--- config.mk ---
export PLATFORM = sky130hd
export DESIGN_NAME = serial_descriptor_dma
export DESIGN_NICKNAME = d
export VERILOG_FILES = /design/src/logic/sdma_pkg.sv /design/src/logic/serial_descriptor_dma.sv
export VERILOG_INCLUDE_DIRS = /design/src /design/src/logic
export SDC_FILE = /design/constraint.sdc
export NUM_CORES = 2
export LEC_CHECK = 0
export BUFFER_PORTS_ARGS = -buffer_cell sky130_fd_sc_hd__buf_2
export CORE_ASPECT_RATIO = 0.9
export CORE_MARGIN = 1.5
export CORE_UTILIZATION = 45
export CTS_CLUSTER_DIAMETER = 120
export DETAILED_ROUTE_END_ITERATION = 8
export SYNTH_ARGS = -nofsm -noshare
export SYNTH_HDL_FRONTEND = slang
export SYNTH_SLANG_ARGS = --single-unit
--- constraint.sdc ---
create_clock -name sys_clk -period 24.8 [get_ports sys_clk]
set_input_delay 3.72 -clock sys_clk [delete_from_list [all_inputs] [get_ports sys_clk]]
set_output_delay 3.72 -clock sys_clk [all_outputs]
set_load 0.02 [all_outputs]
--- src/logic/sdma_params.svh ---
// constants of the descriptor dma engine: offsets, field positions, resets
`ifndef SDMA_PARAMS_SVH
`define SDMA_PARAMS_SVH
`define REG_GLOBAL_MODE 8'h00
`define REG_GCMD 8'h04
`define REG_TX_BASE 8'h08
`define REG_TX_LAST 8'h0C
`define REG_RX_BASE 8'h10
`define REG_RX_LAST 8'h14
`define REG_TX_CUR 8'h18
`define REG_RX_CUR 8'h1C
`define REG_STATUS 8'h20
`define GM_LIST_END_BIT 0
`define CMD_INIT_TX 0
`define CMD_TX_POLL 1
`define CMD_TX_RESET 2
`define CMD_INIT_RX 3
`define CMD_RX_RESET 4
`define D_FRAME_END 31
`define D_HOLD 30
`define D_HOST_IRQ 29
`define D_CNT_HI 28
`define D_CNT_LO 16
`define D_C 30
`define D_RA 9
`define D_W3_OFS 32'h0000000C
`define D_W4_OFS 32'h00000010
`define BURST_LAST 2'h2
`define ADDR_RST 32'h00000000
`endif

--- src/logic/sdma_pkg.sv ---
// types shared by the descriptor dma engine and its bench
package sdma_pkg;
  typedef enum logic [1:0] {BUS_IDLE, BUS_TX, BUS_RX} bus_st_t;
  typedef enum logic [2:0] {T_OFF, T_FETCH, T_LOAD, T_EMIT, T_WB} tx_ph_t;
  typedef enum logic [2:0] {R_OFF, R_FETCH, R_FILL, R_WB3, R_WB4} rx_ph_t;
  typedef struct packed {
    logic [7:0] addr;
    logic [31:0] wdata;
    logic wr;
    logic rd;
  } regbus_t;
  typedef struct packed {
    logic req;
    logic we;
    logic last;
    logic [31:0] addr;
    logic [31:0] wdata;
  } mem_req_t;
  typedef struct packed {
    logic ack;
    logic [31:0] rdata;
  } mem_rsp_t;
  typedef struct packed {
    logic valid;
    logic [7:0] data;
    logic frame_end;
  } byte_xfer_t;
  typedef struct packed {
    logic tx_done;
    logic tx_err;
    logic tx_irq;
    logic tx_halt;
    logic rx_done;
    logic rx_irq;
    logic rx_halt;
  } events_t;
  typedef struct packed {
    bus_st_t st;
    logic rr;
    logic [1:0] wc;
    logic mode;
    logic [31:0] rdata;
    events_t ev;
    tx_ph_t tx_ph;
    logic [31:0] tx_base;
    logic [31:0] tx_last;
    logic [31:0] tx_cur;
    logic [31:0] tx_next;
    logic [31:0] tx_ptr;
    logic [12:0] tx_cnt;
    logic tx_fend;
    logic tx_hold;
    logic tx_irq;
    logic tx_abort;
    logic tx_stop;
    logic tx_halt;
    logic [31:0] tx_word;
    rx_ph_t rx_ph;
    logic [31:0] rx_base;
    logic [31:0] rx_last;
    logic [31:0] rx_cur;
    logic [31:0] rx_next;
    logic [31:0] rx_dptr;
    logic [31:0] rx_first;
    logic [12:0] rx_size;
    logic [12:0] rx_bno;
    logic [2:0] rx_fill;
    logic [31:0] rx_word;
    logic rx_wfull;
    logic rx_wfe;
    logic rx_infrm;
    logic rx_hold;
    logic rx_irq;
    logic rx_abort;
    logic rx_stop;
    logic rx_halt;
  } dma_state_t;
endpackage

--- src/logic/serial_descriptor_dma.sv ---
// descriptor driven dma engine: one transmit and one receive list channel
//
// Our own choices: the address-and-strobe port and the address map.
`timescale 1ns/100ps
`default_nettype none
`include "sdma_params.svh"

// Notes on behaviour
// - bytes move unswapped, little endian lanes
// - one list-end mode for all channels
// - transmit descriptor is four aligned words
// - first three words fetched in one burst
// - fourth word written back on completion
// - transmit list starts at transmit base
// - word0 frame end, hold, irq, count
// - last buffer byte carries frame-end mark
// - hold mode: branch or park until poll/init
// - last-address mode: park on match until rewrite
// - exactly byte count bytes read, max 8191
// - zero count without frame end flags error
// - host irq after all buffer bytes moved
// - descriptor read once and held on chip
// - init mid-buffer restarts at base, reset stops at base
// - transmit buffer may start at any byte
// - complete bit set on normal end or reset
// - receive descriptor five words, three fetched
// - fifth word points first desc to end desc
// - receive list starts at receive base
// - frame-end marks travel through the fifos
// - receive hold: interrupt then park channel
module serial_descriptor_dma (
  input wire logic sys_clk,
  input wire logic rst,
  input wire sdma_pkg::regbus_t reg_in,
  output logic [31:0] reg_rdata,
  output sdma_pkg::mem_req_t mem_out,
  input wire sdma_pkg::mem_rsp_t mem_in,
  output sdma_pkg::byte_xfer_t tx_fifo,
  input wire logic tx_fifo_ready,
  input wire sdma_pkg::byte_xfer_t rx_fifo,
  output logic rx_fifo_ready,
  output sdma_pkg::events_t events
);
  import sdma_pkg::*;

  dma_state_t s;
  dma_state_t next_s;

  // list end test shared by both directions
  function automatic logic list_end(input logic mode, input logic hold,
                                    input logic [31:0] cur, input logic [31:0] last);
    list_end = mode ? (cur == last) : hold;
  endfunction

  function automatic logic [31:0] word_addr(input logic [31:0] a);
    word_addr = {a[31:2], 2'h0};
  endfunction

  logic tx_need;
  logic rx_need;
  logic tx_fire;
  logic rx_fire;
  logic [12:0] rx_total;

  assign tx_need = (s.tx_ph == T_FETCH) || (s.tx_ph == T_LOAD) || (s.tx_ph == T_WB);
  assign rx_need = (s.rx_ph == R_FETCH) || (s.rx_ph == R_WB3) || (s.rx_ph == R_WB4)
                   || ((s.rx_ph == R_FILL) && s.rx_wfull);
  assign rx_total = s.rx_bno + {10'h000, s.rx_fill};

  // byte k of a word is lane k, no swap
  assign tx_fifo.valid = (s.tx_ph == T_EMIT) && !s.tx_abort;
  assign tx_fifo.data = s.tx_word[{s.tx_ptr[1:0], 3'h0} +: 8];
  assign tx_fifo.frame_end = s.tx_fend && (s.tx_cnt == 13'h0001);
  assign tx_fire = tx_fifo.valid && tx_fifo_ready;
  assign rx_fifo_ready = (s.rx_ph == R_FILL) && !s.rx_wfull && !s.rx_abort;
  assign rx_fire = rx_fifo_ready && rx_fifo.valid;
  assign reg_rdata = s.rdata;
  assign events = s.ev;

  // bus master port: one owner at a time
  always_comb begin
    mem_out.req = s.st != BUS_IDLE;
    mem_out.we = 1'b0;
    mem_out.last = 1'b1;
    mem_out.addr = `ADDR_RST;
    mem_out.wdata = 32'h00000000;
    if (s.st == BUS_TX) begin
      unique case (s.tx_ph)
        T_FETCH: begin
          mem_out.addr = s.tx_cur + {28'h0000000, s.wc, 2'h0};
          mem_out.last = s.wc == `BURST_LAST;
        end
        T_LOAD: mem_out.addr = word_addr(s.tx_ptr);
        T_WB: begin
          mem_out.we = 1'b1;
          mem_out.addr = s.tx_cur + `D_W3_OFS;
          mem_out.wdata[`D_C] = 1'b1;
        end
        default: mem_out.req = 1'b0;
      endcase
    end else if (s.st == BUS_RX) begin
      unique case (s.rx_ph)
        R_FETCH: begin
          mem_out.addr = s.rx_cur + {28'h0000000, s.wc, 2'h0};
          mem_out.last = s.wc == `BURST_LAST;
        end
        R_FILL: begin
          mem_out.we = 1'b1;
          mem_out.addr = s.rx_dptr + {19'h00000, s.rx_bno};
          mem_out.wdata = s.rx_word;
        end
        R_WB3: begin
          mem_out.we = 1'b1;
          mem_out.addr = s.rx_cur + `D_W3_OFS;
          mem_out.wdata[`D_FRAME_END] = s.rx_wfe;
          mem_out.wdata[`D_C] = 1'b1;
          mem_out.wdata[`D_CNT_HI:`D_CNT_LO] = s.rx_bno;
          mem_out.wdata[`D_RA] = s.rx_abort;
        end
        R_WB4: begin
          mem_out.we = 1'b1;
          mem_out.addr = s.rx_first + `D_W4_OFS;
          mem_out.wdata = s.rx_cur;
        end
        default: mem_out.req = 1'b0;
      endcase
    end
  end

  always_comb begin
    next_s = s;
    next_s.ev = '0;
    next_s.rdata = 32'h00000000;
    if (reg_in.rd) begin
      unique case (reg_in.addr)
        `REG_GLOBAL_MODE: next_s.rdata[`GM_LIST_END_BIT] = s.mode;
        `REG_TX_BASE: next_s.rdata = s.tx_base;
        `REG_TX_LAST: next_s.rdata = s.tx_last;
        `REG_RX_BASE: next_s.rdata = s.rx_base;
        `REG_RX_LAST: next_s.rdata = s.rx_last;
        `REG_TX_CUR: next_s.rdata = s.tx_cur;
        `REG_RX_CUR: next_s.rdata = s.rx_cur;
        `REG_STATUS: next_s.rdata[3:0] = {s.rx_halt, s.tx_halt,
                                          s.rx_ph != R_OFF, s.tx_ph != T_OFF};
        default: next_s.rdata = 32'h00000000;
      endcase
    end

    // bus arbitration, round robin between directions
    if (s.st == BUS_IDLE) begin
      next_s.wc = 2'h0;
      if (tx_need && (!rx_need || !s.rr)) begin
        next_s.st = BUS_TX;
        next_s.rr = 1'b1;
      end else if (rx_need) begin
        next_s.st = BUS_RX;
        next_s.rr = 1'b0;
      end
    end

    // transmit direction
    if ((s.st == BUS_TX) && mem_in.ack) begin
      next_s.st = BUS_IDLE;
      unique case (s.tx_ph)
        T_FETCH: begin
          next_s.wc = s.wc + 2'h1;
          if (s.wc != `BURST_LAST) next_s.st = BUS_TX;
          unique case (s.wc)
            2'h0: begin
              next_s.tx_fend = mem_in.rdata[`D_FRAME_END];
              next_s.tx_hold = mem_in.rdata[`D_HOLD];
              next_s.tx_irq = mem_in.rdata[`D_HOST_IRQ];
              next_s.tx_cnt = mem_in.rdata[`D_CNT_HI:`D_CNT_LO];
            end
            2'h1: next_s.tx_next = mem_in.rdata;
            default: begin
              next_s.tx_ptr = mem_in.rdata;
              if (s.tx_abort || (s.tx_cnt == 13'h0000)) next_s.tx_ph = T_WB;
              else next_s.tx_ph = T_LOAD;
              // nothing to send and no frame end
              next_s.ev.tx_err = (s.tx_cnt == 13'h0000) && !s.tx_fend;
            end
          endcase
        end
        T_LOAD: begin
          next_s.tx_word = mem_in.rdata;
          next_s.tx_ph = s.tx_abort ? T_WB : T_EMIT;
        end
        T_WB: begin
          next_s.ev.tx_done = 1'b1;
          next_s.tx_abort = 1'b0;
          next_s.tx_stop = 1'b0;
          if (s.tx_abort) begin
            next_s.tx_cur = s.tx_base;
            next_s.tx_ph = s.tx_stop ? T_OFF : T_FETCH;
          end else if (list_end(s.mode, s.tx_hold, s.tx_cur, s.tx_last)) begin
            next_s.tx_ph = T_OFF;
            next_s.tx_halt = 1'b1;
            next_s.ev.tx_halt = 1'b1;
          end else begin
            next_s.tx_cur = s.tx_next;
            next_s.tx_ph = T_FETCH;
          end
        end
        default: next_s.st = BUS_IDLE;
      endcase
    end
    if (s.tx_ph == T_EMIT) begin
      if (s.tx_abort) begin
        next_s.tx_ph = T_WB;
      end else if (tx_fire) begin
        next_s.tx_ptr = s.tx_ptr + 32'h00000001;
        next_s.tx_cnt = s.tx_cnt - 13'h0001;
        if (s.tx_cnt == 13'h0001) begin
          next_s.tx_ph = T_WB;
          next_s.ev.tx_irq = s.tx_irq;
        end else if (s.tx_ptr[1:0] == 2'h3) begin
          next_s.tx_ph = T_LOAD;
        end
      end
    end

    // receive direction
    if (rx_fire) begin
      next_s.rx_word[{s.rx_fill[1:0], 3'h0} +: 8] = rx_fifo.data;
      next_s.rx_fill = s.rx_fill + 3'h1;
      next_s.rx_infrm = !rx_fifo.frame_end;
      if (rx_fifo.frame_end) begin
        next_s.rx_wfe = 1'b1;
        next_s.rx_wfull = 1'b1;
      end else if ((s.rx_fill == 3'h3) || (rx_total + 13'h0001 == s.rx_size)) begin
        next_s.rx_wfull = 1'b1;
      end
    end
    if ((s.rx_ph == R_FILL) && s.rx_abort && !s.rx_wfull) begin
      if (s.rx_fill != 3'h0) next_s.rx_wfull = 1'b1;
      else next_s.rx_ph = R_WB3;
    end
    if ((s.st == BUS_RX) && mem_in.ack) begin
      next_s.st = BUS_IDLE;
      unique case (s.rx_ph)
        R_FETCH: begin
          next_s.wc = s.wc + 2'h1;
          if (s.wc != `BURST_LAST) next_s.st = BUS_RX;
          unique case (s.wc)
            2'h0: begin
              next_s.rx_hold = mem_in.rdata[`D_HOLD];
              next_s.rx_irq = mem_in.rdata[`D_HOST_IRQ];
              next_s.rx_size = mem_in.rdata[`D_CNT_HI:`D_CNT_LO];
            end
            2'h1: next_s.rx_next = mem_in.rdata;
            default: begin
              next_s.rx_dptr = mem_in.rdata;
              next_s.rx_bno = 13'h0000;
              next_s.rx_fill = 3'h0;
              next_s.rx_word = 32'h00000000;
              if (!s.rx_infrm) next_s.rx_first = s.rx_cur;
              next_s.rx_ph = (s.rx_size == 13'h0000) ? R_WB3 : R_FILL;
            end
          endcase
        end
        R_FILL: begin
          next_s.rx_bno = rx_total;
          next_s.rx_fill = 3'h0;
          next_s.rx_word = 32'h00000000;
          next_s.rx_wfull = 1'b0;
          if (s.rx_wfe || s.rx_abort || (rx_total == s.rx_size)) next_s.rx_ph = R_WB3;
        end
        R_WB3: begin
          next_s.ev.rx_irq = s.rx_irq;
          next_s.rx_ph = R_WB4;
        end
        default: next_s.st = BUS_IDLE;
      endcase
      // the end pointer is written only when a frame closed here
      if ((s.rx_ph == R_WB4) || ((s.rx_ph == R_WB3) && !s.rx_wfe)) begin
        next_s.ev.rx_done = 1'b1;
        next_s.rx_wfe = 1'b0;
        next_s.rx_abort = 1'b0;
        next_s.rx_stop = 1'b0;
        if (s.rx_abort) begin
          next_s.rx_infrm = 1'b0;
          next_s.rx_cur = s.rx_base;
          next_s.rx_ph = s.rx_stop ? R_OFF : R_FETCH;
        end else if (list_end(s.mode, s.rx_hold, s.rx_cur, s.rx_last)) begin
          next_s.rx_ph = R_OFF;
          next_s.rx_halt = 1'b1;
          next_s.ev.rx_halt = 1'b1;
        end else begin
          next_s.rx_cur = s.rx_next;
          next_s.rx_ph = R_FETCH;
        end
      end
    end

    // software writes; commands on a busy channel only arm an abort
    if (reg_in.wr) begin
      unique case (reg_in.addr)
        `REG_GLOBAL_MODE: next_s.mode = reg_in.wdata[`GM_LIST_END_BIT];
        `REG_TX_BASE: next_s.tx_base = reg_in.wdata;
        `REG_RX_BASE: next_s.rx_base = reg_in.wdata;
        `REG_TX_LAST: begin
          next_s.tx_last = reg_in.wdata;
          if ((s.tx_ph == T_OFF) && s.tx_halt && s.mode) begin
            next_s.tx_cur = s.tx_next;
            next_s.tx_ph = T_FETCH;
            next_s.tx_halt = 1'b0;
          end
        end
        `REG_RX_LAST: begin
          next_s.rx_last = reg_in.wdata;
          if ((s.rx_ph == R_OFF) && s.rx_halt && s.mode) begin
            next_s.rx_cur = s.rx_next;
            next_s.rx_ph = R_FETCH;
            next_s.rx_halt = 1'b0;
          end
        end
        `REG_GCMD: begin
          if (reg_in.wdata[`CMD_INIT_TX] || reg_in.wdata[`CMD_TX_RESET]) begin
            if (s.tx_ph == T_OFF) begin
              if (reg_in.wdata[`CMD_INIT_TX]) begin
                next_s.tx_cur = s.tx_base;
                next_s.tx_ph = T_FETCH;
                next_s.tx_halt = 1'b0;
              end
            end else begin
              next_s.tx_abort = 1'b1;
              next_s.tx_stop = reg_in.wdata[`CMD_TX_RESET];
            end
          end else if (reg_in.wdata[`CMD_TX_POLL] && (s.tx_ph == T_OFF) && s.tx_halt) begin
            next_s.tx_cur = s.tx_next;
            next_s.tx_ph = T_FETCH;
            next_s.tx_halt = 1'b0;
          end
          if (reg_in.wdata[`CMD_INIT_RX] || reg_in.wdata[`CMD_RX_RESET]) begin
            if (s.rx_ph == R_OFF) begin
              if (reg_in.wdata[`CMD_INIT_RX]) begin
                next_s.rx_cur = s.rx_base;
                next_s.rx_ph = R_FETCH;
                next_s.rx_halt = 1'b0;
                next_s.rx_infrm = 1'b0;
              end
            end else begin
              next_s.rx_abort = 1'b1;
              next_s.rx_stop = reg_in.wdata[`CMD_RX_RESET];
            end
          end
        end
        default: next_s.mode = s.mode;
      endcase
    end
  end

  always_ff @(posedge sys_clk or posedge rst) begin
    if (rst) begin
      s <= '0;
    end else begin
      s <= next_s;
    end
  end
endmodule
`default_nettype wire

# After elaboration in Yosys (flattened, before gate mapping)
# Cells that the tools add are included.
op_classes:
  muxes: 171
  bitwise: 2
  n_addsub: 13
  n_eq_ne: 29
  div: 0
  magnitude_cmp: 0
  n_reduce_logical: 75
  multipliers: 0
  n_shift: 3
ops:
  columns: ["cell", "count"]
  rows:
  - ["$mux 32", 25]
  - ["$mux 99", 2]
  - ["$mux 197", 1]
  - ["$pmux 28 s6", 1]
  - ["$mux 147", 1]
  - ["$mux 45", 3]
  - ["$pmux 32 s2", 2]
  - ["$pmux 32 s4", 1]
  - ["$mux 109", 1]
  - ["$mux 3", 32]
  - ["$pmux 32 s3", 1]
  - ["$pmux 48 s2", 1]
  - ["$mux 80", 1]
  - ["$mux 67", 1]
  - ["$add 32x4->32", 2]
  - ["$add 32x4->32 const B", 2]
  - ["$eq 32x32->1", 2]
  - ["$mux 64", 1]
  - ["$mux 1", 58]
  - ["$mux 48", 1]
  - ["$pmux 13 s3", 1]
  - ["$mux 38", 1]
  - ["$mux 35", 1]
  - ["$mux 2", 17]
  - ["other kinds (55)", 134]
word_totals:
  out_inout_bits: 117
  word_cells: 338
  ramBits: 0
  mem_bits_ro: 0
  regBits: 523
  n_memories: 0
  latch_bits: 0
  in_bits: 88

# Depth between registers and ports, before layout
depth:
  ltp_word: 16
  mapped_depth: 15
  mapped_depth_nobuf: 14

# Worst setup path before layout
# Ideal clock, no wire load.
synth_path:
  path_type: "register -> output"
  start: "reg s[262] (netlist name)"
  end: "out mem_out[54] (netlist name)"
  arrival_ns: 3.291
  t_required_ns: 21.080
  setup_slack_ns: 17.789
  n_path_buf: 1
  path_stages_with_launch: 15
  cell_sequence: "dfrtp_1 nor2b_1 and2_1 clkbuf_1 or2_2 ha_1 inv_1 fa_1 nor3_1 nand3_1 nor2_1 xnor2_1 a22o_1 a222oi_1 o21ai_0"
synth_lines:
  columns: ["item", "line", "rtl"]
  rows:
  - ["start, declared", "serial_descriptor_dma.sv:46", "dma_state_t s;"]
  - ["start signal, assigned", "serial_descriptor_dma.sv:358", "s <= next_s;"]
  - ["end, declared", "serial_descriptor_dma.sv:36", "output sdma_pkg::mem_req_t mem_out,"]

==> results.sh <==
export IMPL_endpoint_kind="primary output"
export IMPL_drtAntennaViolNets=0
export IMPL_setup_viol=0
export IMPL_vias=25700
export IMPL_top_layer_used="met5"
export IMPL_grt_pass1_vias=25000
export IMPL_path_cells="and2_1 -> or2_2 -> ha_1 -> inv_1 -> fa_1 -> nor3_1 -> buf_4 -> nand3_1 -> nor2_1 -> xnor2_1 -> a22o_1 -> a222oi_1 -> o21ai_0 -> buf_2"
export IMPL_period_needed_ps=8770
export IMPL_cts_buffers=57
export IMPL_fill_cells=5928
export IMPL_ys_flop_type="dfrtp_1"
export IMPL_crit_path_max_incr_delay_ps=830
export IMPL_synth_commonest_cells="dfrtp_1, mux2_2, nor2_1"
export IMPL_route_met2_wl_um=51100
export IMPL_io_buffer_count=204
export IMPL_path_class="reg2out"
export IMPL_wire_per_inst_um=29.5
export IMPL_seqPwrFrac_pct=46.1
export IMPL_syn_avg_cell_area_sq_um=9.81
export IMPL_synth_enable_flop_cells=0
export IMPL_start_util_pct=45.7
export IMPL_firstDrtPassIters=9
export IMPL_combPwrFrac_pct=4.5
export IMPL_antenna_found_initial=3
export IMPL_dieHeight_um=245
export IMPL_final_cells=3966
export IMPL_path_max_fanout=27
export IMPL_drive_above_1_share_pct=22.8
export IMPL_grt_pass1_wl_um=171000
export IMPL_global_route_overflow_total=0
export IMPL_clk_pin_slew_worst_paths_ps=60
export IMPL_clk_path_buf_depth=3
export IMPL_ys_types=84
export IMPL_place_inst=3860
export IMPL_cpLargestDelayFamily="simple AND/OR/NAND/NOR gates"
export IMPL_io_pins=205
export IMPL_drv_slew=0
export IMPL_cp_start_kind="register"
export IMPL_total_power_mw=1.90
export IMPL_synth_most_common_cell="dfrtp_1"
export IMPL_ctsHoldBuffers=0
export IMPL_core_area_sq_mm=0.0643
export IMPL_cellInternalPower_mw=1.44
export IMPL_nets=3191
export IMPL_hold_viol_final=0
export IMPL_h_tree_depth=2
export IMPL_cts_sinks=523
export IMPL_viasPerCell=6.47
export IMPL_gp_congestion=1.00
export IMPL_synth_seq_cells=523
export IMPL_pwr_share_clk_pct=49.4
export IMPL_timing_critical_path_buf_inv=3
export IMPL_std_cell_rows=88
export IMPL_dp_hpwl_um=82000
export IMPL_cts_setup_buffers=0
export IMPL_vdd_drop_max_v=0.0000534
export IMPL_critPathArrivalTime_ps=5050
export IMPL_swShare_pct=24.0
export IMPL_fmax_mhz=114
export IMPL_synthArstFlopShare_pct=100
export IMPL_yosysSeqAreaShare_pct=44.6
export IMPL_status="finished, final reports clean"
export IMPL_drtIter0Drc=3180
export IMPL_yosys_area_top_type="dfrtp_1"
export IMPL_max_slew_margin_pct=14.5
export IMPL_synthesis_area_sq_mm=0.0294
export IMPL_die_area_sq_mm=0.0668
export IMPL_slowest_stage="dfrtp_1"
export IMPL_finalCritPeriodShare_pct=35.4
export IMPL_area_growth_pct=12.1
export IMPL_tightestPinTransition_ps=1280
export IMPL_wl_met3_um=11400
export IMPL_drv_cap=0
export IMPL_netlist_instances=2994
export IMPL_setup_tns_ps=0
export IMPL_clkLatencyLatePin_ps=640
export IMPL_p_leak_nw=15.1
export IMPL_cts_tree="yes"
export IMPL_drc=0
export IMPL_hold_class="reg2reg"
export IMPL_hold_ws_ps=475
export IMPL_cts_resized=0
export IMPL_wl_um=117000
export IMPL_grt_max_degree=142
export IMPL_grt_usage_pct=34.7
export IMPL_p_per_area_mw_per_mm2=57.8
export IMPL_synth_top_area_share_pct=44.6
export IMPL_wirelength_met1_um=49100
export IMPL_synth_area_leaders="dfrtp_1, mux2_2, a22oi_1"
export IMPL_syn_nets=3121
export IMPL_yosysWarnings=0
export IMPL_cts_root_buf="clkbuf_16"
export IMPL_finClkSkew_ps=17.3
export IMPL_cp_required_ps=21080
export IMPL_chipWidth_um=272
export IMPL_power_switching_uw=456
export IMPL_rsz0062_at_grt="false"
## tightest hold or removal path, delay by kind of cell, from the launching register on
family | cells | cell delay, ps
flip-flops | 1 | 340
AND/OR/NAND/NOR | 2 | 110
## flip-flops by register name, indices dropped and copies added, names as in the netlist
| register | count |
|---|---|
| s | 484 |
| reg_rdata | 32 |
| events | 7 |
## stage by stage
step | utilization [%] | area [sq um] | worst slack, ps
final | 51.2 | 32900 | 16030
after global routing | 51.2 | 32900 | 15880
after CTS | 51.2 | 32900 | 16220
after detailed placement | 48.0 | 30900 | 16930
after global placement | 48.0 | 30900 | 16970
after floorplan | - | 29400 | 6470
## area by class of cell
type | instances | area (sq um) | area share (%)
antenna | 3 | 7.51 | 0.0228
clock buffer | 77 | 1640 | 4.99
clock inverter | 26 | 399 | 1.21
inverter | 47 | 184 | 0.559
multi-input combinational | 2178 | 15100 | 45.9
sequential | 523 | 13100 | 39.8
tap | 855 | 1070 | 3.25
timing repair buffer | 257 | 1420 | 4.31
## cells in the final DEF (no fill, tap or decap), types with 39 or more instances in the layout
cell / netlist / routed
a21oi_1: 177 / 174
clkbuf_16: 0 / 58
a22oi_1: 186 / 186
nor3_1: 54 / 51
nand2b_1: 41 / 41
o21ai_0: 70 / 70
buf_4: 41 / 53
buf_2: 14 / 204
o22ai_1: 69 / 68
xnor2_1: 93 / 93
mux2_2: 300 / 300
nand2_1: 228 / 227
or3_1: 41 / 41
inv_1: 46 / 45
xor2_1: 106 / 106
nor2_1: 285 / 279
nand3_1: 99 / 99
dfrtp_1: 523 / 522
a31oi_1: 39 / 39
## path summary, 6_finish.rpt
check	start	end	slack, ps	cells after the start
worst max-delay path	s[261]$_DFF_PP0_	mem_out[54]	16030	14
worst min-delay path	s[299]$_DFFE_PP0P_	s[299]$_DFFE_PP0P_	470	2
worst max register to register	s[262]$_DFF_PP0_	s[195]$_DFF_PP0_	20630	8
worst min register to register	s[299]$_DFFE_PP0P_	s[299]$_DFFE_PP0P_	470	2
max in group asynchronous	rst	s[311]$_DFF_PP0_	19100	4
min in group asynchronous	rst	s[234]$_DFFE_PP0P_	3260	2
## cells by family (layout without fill, tap and decap cells)
kind of cell,after synthesis,after routing,share of synthesized area (%)
multiplexers,316,316,12.4
other,0,3,0
XOR/XNOR,200,200,5.99
buffers and inverters,293,407,4.33
adder cells (fa/ha/maj),39,39,1.76
flip-flops,523,523,44.6
AND/OR/NAND/NOR,905,905,14.6
AO/OA/AOI/OAI,718,718,16.3
## power groups by stage
stage          sequential [mW]  clock (mW)  combinational (mW)
2_1_floorplan            0.887           0              0.0402
3_3_place_gp             0.891           0              0.0828
3_5_place_dp             0.892           0              0.0841
4_1_cts                  0.876       0.948              0.0843
5_1_grt                  0.878       0.980              0.0905
6_report                 0.877       0.939              0.0850
## per-layer routing
metal	GRT usage, %	vias up
li1	-	11000
met1	48.7	13000
met2	52.1	1437
met3	7.16	279
met4	14.7	4
met5	0	-
Note: power is estimated with default switching activity, not from simulation.
